**src/hdl/cmcr_pkg.sv**
```systemverilog
// cmcr_pkg: offsets, field positions, reset values of the converter mode control registers
// assumes frames of 16 bits arrive already deserialised from the serial port
package cmcr_pkg;

	// ****************************************
	// frame layout
	// ****************************************
	localparam int FRAME_W      = 16;
	localparam int FRAME_WR_BIT = 15;
	localparam int ADDR_MSB     = 14;
	localparam int ADDR_LSB     = 8;
	localparam int ADDR_W       = 7;
	localparam int DATA_W       = 8;

	// ****************************************
	// register addresses
	// ****************************************
	localparam logic [6:0] ADDR_SWITCHING_MODE = 7'h05;
	localparam logic [6:0] ADDR_DEVICE_CONTROL = 7'h06;
	localparam logic [6:0] ADDR_FLOAT_SETUP    = 7'h09;
	localparam logic [6:0] ADDR_FLOAT_DELAY    = 7'h0a;

	// ****************************************
	// switching_mode_config fields
	// ****************************************
	localparam int SM_DEVIATION   = 0;
	localparam int SM_RATE        = 1;
	localparam int SM_SPREAD_EN   = 2;
	localparam int SM_GND_PROT    = 3;
	localparam int SM_INPUT_FB    = 4;
	localparam int SM_CCM_EARLY   = 5;
	localparam int SM_DISCONTINUOUS_ENABLE      = 6;
	localparam logic [7:0] SM_USED_MASK = 8'h7f;
	localparam logic [7:0] SM_RESET     = 8'h00;

	// ****************************************
	// device_control fields
	// ****************************************
	localparam int DC_IDLE        = 0;
	localparam int DC_SOFT_RESET  = 1;
	localparam int DC_LATCH_CLEAR = 2;
	localparam int DC_CALIB_SRC   = 3;
	localparam int DC_SLOPE_LSB   = 4;
	localparam int DC_SLOPE_MSB   = 5;
	localparam int DC_GAIN_BOOST  = 6;
	localparam int DC_SAT_REDUCE  = 7;
	localparam logic [7:0] DC_STORED_MASK = 8'hf9;
	localparam logic [7:0] DC_RESET       = 8'h00;

	// ****************************************
	// float_switch_setup_one fields
	// ****************************************
	localparam int FS_RATIO_LSB   = 0;
	localparam int FS_RATIO_MSB   = 3;
	localparam int FS_DONE        = 4;
	localparam int FS_START       = 5;
	localparam int FS_LIMIT_HALF  = 6;
	localparam int FS_AMP_REDUCE  = 7;
	localparam logic [7:0] FS_STORED_MASK = 8'hcf;
	localparam logic [7:0] FS_RESET       = 8'h08;

	// ****************************************
	// float_switch_delay
	// ****************************************
	localparam logic [7:0] FD_RESET = 8'h80;

endpackage

```
**src/hdl/cmcr_regs.sv**
```systemverilog
// cmcr_regs: four 8-bit mode control registers reached by 16-bit serial frames
// assumes a deserialiser hands one frame per frame_valid pulse and takes the answer frame
// Operation
// - switching bit 0: spread deviation, 0 is 16 percent, 1 is 8 percent
// - switching bit 1: spread modulation rate, 0 is 12 kHz, 1 is 18 kHz
// - switching bit 2 enables spread spectrum; reset value 0
// - switching bit 3 set disables ground short protection; reset 0 enabled
// - switching bit 4 set disables input voltage feedback; reset 0 enabled
// - switching bit 5 set applies forced continuous conduction during soft start
// - switching bit 6 set enables discontinuous mode, fourth switch held off
// - control bit 0 set puts the device into idle mode
// - writing 1 to control bit 1 issues a software reset; reads 0
// - writing 1 to control bit 2 issues latch clear; reads 0
// - control bit 3 selects automatic calibration result and permits calibration start
// - control bits 5:4 choose slope compensation strength; reset nominal
// - control bit 6 boosts amplifier gain below 80 percent target current
// - control bit 7 reduces amplifier saturation current to 10 microamps
// - float setup bits 3:0 give jump ratio; 0000 means 16; reset 1000
// - float setup bit 4 reads done; cleared by start write, set on success
// - writing 1 to float setup bit 5 starts the float switch routine
// - float setup bit 6 halves discharge current limit, else two thirds
// - float setup bit 7 cuts amplifier current to 20 percent during routine
// - float delay register holds 8-bit delay code, reset 10000000
// - unknown address writes ignored; unknown reads return the diagnosis frame
// - frame bit 15 is write, bits 14:8 address, bits 7:0 data
`timescale 1ns/1ps
`default_nettype none

module cmcr_regs (
	input  wire logic        clk,
	input  wire logic        rst_n,
	input  wire logic        frame_valid,
	input  wire logic [15:0] frame_in,
	input  wire logic [15:0] diag_frame,
	input  wire logic        float_switch_ok,
	input  wire logic        float_switch_fail,
	output logic             resp_valid,
	output logic [15:0]      resp_frame,
	output logic             spread_deviation_sel,
	output logic             spread_rate_sel,
	output logic             spread_enable,
	output logic             ground_short_prot_disable,
	output logic             input_feedback_disable,
	output logic             forced_continuous_early,
	output logic             discontinuous_enable,
	output logic             idle_mode,
	output logic             soft_reset_cmd,
	output logic             latch_clear_cmd,
	output logic             auto_calib_source,
	output logic [1:0]       slope_comp_sel,
	output logic             amp_gain_boost,
	output logic             amp_sat_reduce,
	output logic [3:0]       jump_ratio,
	output logic             float_switch_done,
	output logic             float_switch_start,
	output logic             float_switch_busy,
	output logic             discharge_limit_half,
	output logic             amp_current_reduce_float,
	output logic [7:0]       float_switch_delay_code
);

	// ****************************************
	// state
	// ****************************************
	typedef struct packed {
		logic [7:0]  sw_mode;
		logic [7:0]  dev_ctrl;
		logic [7:0]  fs_setup;
		logic [7:0]  fs_delay;
		logic        soft_rst;
		logic        latch_clr;
		logic        fs_start;
		logic        resp_vld;
		logic [15:0] resp;
	} cmcr_state_t;

	cmcr_state_t st_r;
	cmcr_state_t st_nxt;

	logic             wr;
	logic [6:0]       addr;
	logic [7:0]       wdata;

	assign wr    = frame_in[cmcr_pkg::FRAME_WR_BIT];
	assign addr  = frame_in[cmcr_pkg::ADDR_MSB:cmcr_pkg::ADDR_LSB];
	assign wdata = frame_in[cmcr_pkg::DATA_W-1:0];

	// ****************************************
	// next state
	// ****************************************
	always_comb begin
		st_nxt           = st_r;
		st_nxt.soft_rst  = 1'b0;
		st_nxt.latch_clr = 1'b0;
		st_nxt.fs_start  = 1'b0;
		st_nxt.resp_vld  = 1'b0;
		// routine ends on either outcome; busy flag follows it
		if (float_switch_ok || float_switch_fail) begin
			st_nxt.fs_setup[cmcr_pkg::FS_START] = 1'b0;
		end
		if (frame_valid) begin
			st_nxt.resp_vld = 1'b1;
			st_nxt.resp     = diag_frame;
			if (wr) begin
				case (addr)
					cmcr_pkg::ADDR_SWITCHING_MODE: begin
						st_nxt.sw_mode = wdata & cmcr_pkg::SM_USED_MASK;
					end
					cmcr_pkg::ADDR_DEVICE_CONTROL: begin
						st_nxt.dev_ctrl  = wdata & cmcr_pkg::DC_STORED_MASK;
						st_nxt.soft_rst  = wdata[cmcr_pkg::DC_SOFT_RESET];
						st_nxt.latch_clr = wdata[cmcr_pkg::DC_LATCH_CLEAR];
					end
					cmcr_pkg::ADDR_FLOAT_SETUP: begin
						// done and start bits are not stored from the frame
						st_nxt.fs_setup = (wdata & cmcr_pkg::FS_STORED_MASK)
							| (st_nxt.fs_setup & ~cmcr_pkg::FS_STORED_MASK);
						if (wdata[cmcr_pkg::FS_START]) begin
							st_nxt.fs_start = 1'b1;
							st_nxt.fs_setup[cmcr_pkg::FS_START] = 1'b1;
							st_nxt.fs_setup[cmcr_pkg::FS_DONE]  = 1'b0;
						end
					end
					cmcr_pkg::ADDR_FLOAT_DELAY: begin
						st_nxt.fs_delay = wdata;
					end
					default: begin
						st_nxt.resp = diag_frame;
					end
				endcase
			end else begin
				case (addr)
					cmcr_pkg::ADDR_SWITCHING_MODE: st_nxt.resp = {1'b0, addr, st_r.sw_mode};
					cmcr_pkg::ADDR_DEVICE_CONTROL: st_nxt.resp = {1'b0, addr, st_r.dev_ctrl};
					cmcr_pkg::ADDR_FLOAT_SETUP:    st_nxt.resp = {1'b0, addr, st_r.fs_setup};
					cmcr_pkg::ADDR_FLOAT_DELAY:    st_nxt.resp = {1'b0, addr, st_r.fs_delay};
					default:                       st_nxt.resp = diag_frame;
				endcase
			end
		end
		// success set wins over a clear by start in the same cycle
		if (float_switch_ok) begin
			st_nxt.fs_setup[cmcr_pkg::FS_DONE] = 1'b1;
		end
		// software reset restores defaults one cycle after the command pulse
		if (st_r.soft_rst) begin
			st_nxt.sw_mode  = cmcr_pkg::SM_RESET;
			st_nxt.dev_ctrl = cmcr_pkg::DC_RESET;
			st_nxt.fs_setup = cmcr_pkg::FS_RESET;
			st_nxt.fs_delay = cmcr_pkg::FD_RESET;
		end
	end

	always_ff @(posedge clk or negedge rst_n) begin
		if (!rst_n) begin
			st_r.sw_mode   <= cmcr_pkg::SM_RESET;
			st_r.dev_ctrl  <= cmcr_pkg::DC_RESET;
			st_r.fs_setup  <= cmcr_pkg::FS_RESET;
			st_r.fs_delay  <= cmcr_pkg::FD_RESET;
			st_r.soft_rst  <= 1'b0;
			st_r.latch_clr <= 1'b0;
			st_r.fs_start  <= 1'b0;
			st_r.resp_vld  <= 1'b0;
			st_r.resp      <= 16'h0000;
		end else begin
			st_r <= st_nxt;
		end
	end

	// ****************************************
	// outputs
	// ****************************************
	assign resp_valid                = st_r.resp_vld;
	assign resp_frame                = st_r.resp;
	assign spread_deviation_sel      = st_r.sw_mode[cmcr_pkg::SM_DEVIATION];
	assign spread_rate_sel           = st_r.sw_mode[cmcr_pkg::SM_RATE];
	assign spread_enable             = st_r.sw_mode[cmcr_pkg::SM_SPREAD_EN];
	assign ground_short_prot_disable = st_r.sw_mode[cmcr_pkg::SM_GND_PROT];
	assign input_feedback_disable    = st_r.sw_mode[cmcr_pkg::SM_INPUT_FB];
	assign forced_continuous_early   = st_r.sw_mode[cmcr_pkg::SM_CCM_EARLY];
	assign discontinuous_enable      = st_r.sw_mode[cmcr_pkg::SM_DISCONTINUOUS_ENABLE];
	assign idle_mode                 = st_r.dev_ctrl[cmcr_pkg::DC_IDLE];
	assign soft_reset_cmd            = st_r.soft_rst;
	assign latch_clear_cmd           = st_r.latch_clr;
	assign auto_calib_source         = st_r.dev_ctrl[cmcr_pkg::DC_CALIB_SRC];
	assign slope_comp_sel            = st_r.dev_ctrl[cmcr_pkg::DC_SLOPE_MSB:cmcr_pkg::DC_SLOPE_LSB];
	assign amp_gain_boost            = st_r.dev_ctrl[cmcr_pkg::DC_GAIN_BOOST];
	assign amp_sat_reduce            = st_r.dev_ctrl[cmcr_pkg::DC_SAT_REDUCE];
	assign jump_ratio                = st_r.fs_setup[cmcr_pkg::FS_RATIO_MSB:cmcr_pkg::FS_RATIO_LSB];
	assign float_switch_done         = st_r.fs_setup[cmcr_pkg::FS_DONE];
	assign float_switch_start        = st_r.fs_start;
	assign float_switch_busy         = st_r.fs_setup[cmcr_pkg::FS_START];
	assign discharge_limit_half      = st_r.fs_setup[cmcr_pkg::FS_LIMIT_HALF];
	assign amp_current_reduce_float  = st_r.fs_setup[cmcr_pkg::FS_AMP_REDUCE];
	assign float_switch_delay_code   = st_r.fs_delay;

endmodule // cmcr_regs

`default_nettype wire

```
**config.mk**
```make
export PLATFORM = sky130hd
export DESIGN_NAME = cmcr_regs
export DESIGN_NICKNAME = d
export VERILOG_FILES = /design/src/hdl/cmcr_pkg.sv /design/src/hdl/cmcr_regs.sv
export SDC_FILE = /design/constraint.sdc
export NUM_CORES = 1
export LEC_CHECK = 0
export BUFFER_PORTS_ARGS = -buffer_cell sky130_fd_sc_hd__clkbuf_2
export CAP_MARGIN = 10
export CORE_ASPECT_RATIO = 0.9
export CORE_MARGIN = 2
export CORE_UTILIZATION = 49
export CTS_CLUSTER_DIAMETER = 30
export DETAILED_ROUTE_END_ITERATION = 6
export GPL_ROUTABILITY_DRIVEN = 0
export HOLD_SLACK_MARGIN = 0.08
export PLACE_DENSITY = 0.85
export SYNTH_ARGS = -nofsm -noshare
export SYNTH_HDL_FRONTEND = slang
export SYNTH_SLANG_ARGS = --single-unit
```
**constraint.sdc**
```tcl
create_clock -name clk -period 1.8 [get_ports clk]
set_clock_uncertainty 0.2 [all_clocks]
set_input_delay 0.27 -clock clk [delete_from_list [all_inputs] [get_ports clk]]
set_output_delay 0.27 -clock clk [all_outputs]
set_load 0.01 [all_outputs]
```
==> results.md <==
- At the end of the flow the core is filled with cells to 0.7342.
- The data required time at the worst endpoint is between 1000 and 1500 ps.
- The maximum fanout count along the critical path is 14.
- The synthesized net count is roughly 260.
- In this run, CTS created clock tree buffers numbering 5.
- The number of nets in the layout is between 300 and 400.
- After detailed routing, the total wire length is about 6.7 mm.
- The proportion of synthesized chip area in sequential cells is 0.5199.
- Synthesis produced 225 cells.
- The number of global-route vias before repair is ~2200.
- The static power due to leakage is about 1.7 nW.
- Among all stages on the critical path, the largest delay is contributed by sky130_fd_sc_hd__dfrtp_1.
- The level count of the clock H-tree is 2.
- In the global route stage, overall resource usage came out at 0.2600.
- The family with the most delay on the worst path is flip-flops.
- The routed design could run at a clock period as short as 1602 ps.
- The floorplan step set the die width to about 77 um.
- The number of port buffers is 85.
- After layout, the worst setup slack is around 200 ps.
- Setup violations remaining at the end of the flow were counted as 0.
- The floorplan step defined a die boundary enclosing approximately 5400 um2.
- Summing every instance area after synthesis gives about 2400 um2.
- CTS placed an instance of sky130_fd_sc_hd__clkbuf_8 at the clock tree root.
- The first global-routing pass estimated approximately 11 mm of wire.
- The number of setup buffers added after CTS is 0.
- The maximum number of pins on one net before global-route repair is 35.
- The kind of critical path is register to output port.
- The multi-input combinational cells in the finished layout cover a total of 1030 um2.
- The count of pins over their slew limit was 0.
- The endpoint of the worst-slack reg-to-reg timing path is resp_frame[4]$_DFFE_PN0P_.
- No sink is reached through more buffers than the 2 on the longest clock path.
- Relative to the synthesized area, the layout overhead comes to 41.24%.
- The flow ran to the end, and the final reports show no timing, DRC or antenna violations.
- Leaving out fill and tap cells, the most frequent cell in the layout is sky130_fd_sc_hd__clkbuf_2.
- IR analysis of the VDD net gives a maximum drop of around 0.00054 V.
- The delay contributed by the slowest stage of the critical path is 620 ps.
- In this run the number of cells on the critical path is 1.
- In the layout the commonest cells are sky130_fd_sc_hd__clkbuf_2 (85), sky130_fd_sc_hd__dfrtp_1 (47), sky130_fd_sc_hd__nor2_1 (31).
- For this run, design rule violations remaining after detail routing come to 0.
- The non-filler instance count after layout is 409.
- The fraction of final layout cells sized beyond drive strength 1 is 0.3429.
- Derived from the worst setup path, the maximum achievable clock frequency is between 600 and 700 MHz.
- The register bit count reported by yosys is 49.
- The hold violation count in the final report is 0.
- The nature of the critical path endpoint is an output port.
- In the final routed layout, each cell accounts on average for 16.36 um.
- The worst-skew pair later-pin latency is between 200 and 300 ps.
- The startpoint identified for the worst register-to-register timing path is float_switch_done$_DFFE_PN0P_.
- The count of inserted antenna diode cells is 0.
- The share of flip-flops with an asynchronous set or reset after synthesis is 1.000.
- At the placement stage, the worst setup path has a slack of -60.57 ps.
- The path type of the worst min-delay path is input pin to register.
- The headroom to the max-slew limit is 0.6937.
- Dividing the detail-routed via count by the number of cells gives between 5 and 6.
- For this configuration, the core starts out at a cell density of 0.5198.
- The final worst-path cycle share is 0.8897.
- Max-cap violations in this run came to 0.
- The TritonCTS sink count is 49.
- Counting tap cells, the placed design contains a total of around 380 instances.
- At the worst endpoint, the arrival time is 1130 ps.
- The sequential cell area is 1229 um2.
- Yosys mapped the design onto 36 distinct sky130hd cell types.
- The placeable core region is 4547 um2.
- The initial antenna violation count was 0.
- Counting flops with a built-in enable in the synthesized netlist gives 0.
- Power spread over the standard cell area amounts to about 720 nW/um2.
- The clock tree from TritonCTS is done.
- The final HPWL from detailed placement is between 4 and 5 mm.
- Yosys printed 0 warnings.
- In this run the mean area of a mapped cell was approximately 11 um2.
- The count of routing violations after the opening detailed-route iteration is ~110.
- Walking the worst path, the cells encountered are clkbuf_2.
- After clock tree synthesis, the clock-pin slew on the worst setup and hold paths is 90 ps.
- The type of element launching the critical path is a register.
- The critical path ends at soft_reset_cmd.
- The transition time of the tightest slew-check pin is roughly 460 ps.
- The buffers plus inverters on the worst setup path is 1.
- Before antenna repair, the detailed router went through 4 iterations.
- The most critical setup path has its startpoint at soft_reset_cmd$_DFF_PN0_.
- Setup repair after global routing left no endpoint under its margin.
- The depth of the worst register-to-register path is 3.
- In the final timing run, aggregate negative setup slack is 0 ps.
- The number of filler instances in the final layout is 344.
- The routed layout has between 2000 and 2500 vias.
- The detail route stage leaves a number of antenna-violating nets equal to 0.
- The total overflow reported by the global router is 0.
- Across all register-to-register paths, the minimum setup slack is approximately 300 ps.
- For this design the top-level I/O count stands at 86.
- The y dimension of the die is between 60 and 70 um.
- Among all flip-flop cells after synthesis, the most frequent one is sky130_fd_sc_hd__dfrtp_1.
- The number of placement rows is 23.
## repair_timing
action,CTS,global route
gates resized for setup,0,0
hold buffers,22,0
setup endpoints to repair,0,0
endpoints found under the hold margin,38,0
## layout make-up
class	instances	area share
Inverter	12	0.01349
Sequential cell	49	0.3681
Multi-Input combinational cell	150	0.3085
Timing Repair Buffer	128	0.2519
Clock inverter	1	0.008996
Clock buffer	7	0.02586
Tap cell	62	0.02324
## registers in the layout, summed over array words and instances, names as in the netlist, 2 cells and up
register	flops
slope_comp_sel	2
float_switch_delay_code	8
jump_ratio	4
resp_frame	16
## cell usage after synthesis (2+ instances only)
| cell type | n | area share |
|---|---|---|
| sky130_fd_sc_hd__a211o_1 | 2 | 0.0074 |
| sky130_fd_sc_hd__o31ai_1 | 2 | 0.0064 |
| sky130_fd_sc_hd__nor2_1 | 31 | 0.049 |
| sky130_fd_sc_hd__a32oi_1 | 3 | 0.011 |
| sky130_fd_sc_hd__and2_1 | 4 | 0.011 |
| sky130_fd_sc_hd__buf_2 | 3 | 0.0064 |
| sky130_fd_sc_hd__mux2i_1 | 25 | 0.11 |
| sky130_fd_sc_hd__o22ai_1 | 7 | 0.019 |
| sky130_fd_sc_hd__a31oi_1 | 5 | 0.013 |
| sky130_fd_sc_hd__a221oi_1 | 5 | 0.019 |
| sky130_fd_sc_hd__inv_1 | 12 | 0.019 |
| sky130_fd_sc_hd__nand3_1 | 7 | 0.015 |
| sky130_fd_sc_hd__clkbuf_1 | 10 | 0.016 |
| sky130_fd_sc_hd__nand2_1 | 3 | 0.0048 |
| sky130_fd_sc_hd__dfrtp_1 | 47 | 0.50 |
| sky130_fd_sc_hd__a22o_1 | 13 | 0.048 |
| sky130_fd_sc_hd__dfstp_2 | 2 | 0.022 |
| sky130_fd_sc_hd__nand2b_1 | 4 | 0.011 |
| sky130_fd_sc_hd__o21ai_0 | 14 | 0.030 |
| sky130_fd_sc_hd__nor2b_1 | 9 | 0.024 |
| sky130_fd_sc_hd__nor3_4 | 2 | 0.014 |
## worst min-delay path: stages
cell                       delay [ps]
sky130_fd_sc_hd__clkbuf_2          70
sky130_fd_sc_hd__o21ai_0           70
sky130_fd_sc_hd__o22ai_1          110
## power breakdown
part | total (W) | internal (W) | switching, W
clock | 0.000792 | 0.000453 | 0.000339
combinational | 0.000387 | 0.000180 | 0.000206
sequential | 0.00122 | 0.00117 | 0.0000492
## logic make-up after synthesis
| kind of cell | after synthesis | synth area share |
|---|---|---|
| buffers and inverters | 26 | 0.04447 |
| multiplexers | 25 | 0.1059 |
| XOR/XNOR | 1 | 0.003706 |
| AND/OR/NAND/NOR | 68 | 0.1562 |
| flip-flops | 49 | 0.5199 |
| AO/OA/AOI/OAI | 56 | 0.1699 |
## metal layers
metal,track usage,part of all wire,up-vias
met1,0.3682,0.43,1085
met2,0.4242,0.49,99
met5,0,0,-
met3,0.04264,0.077,2
met4,0.05556,0.0022,0
li1,-,-,1051
## how the worst min path moves through the flow
stage | from | to | slack (ps) | cells after the start
floorplan | rst_n | amp_current_reduce_float$_DFFE_PN0P_ | -230 | 0
global placement | rst_n | spread_enable$_DFFE_PN0P_ | 20 | 1
detailed placement | rst_n | resp_frame[6]$_DFFE_PN0P_ | 40 | 1
CTS | frame_valid | resp_frame[8]$_DFFE_PN0P_ | 80 | 3
global route | frame_valid | resp_frame[8]$_DFFE_PN0P_ | 100 | 3
finish | diag_frame[0] | resp_frame[0]$_DFFE_PN0P_ | 80 | 3
## metrics by stage
step                      hold slack [ps]  cell area (um2)  power [W]
after global routing                100.5             3338   0.002505
after detailed placement            42.36             3002   0.001583
after floorplan                    -225.6             2367   0.001388
final                               80.65             3338   0.002396
after global placement              21.13             3002   0.001569
after CTS                           83.87             3338   0.002411
(Power assumes the default switching activity.)
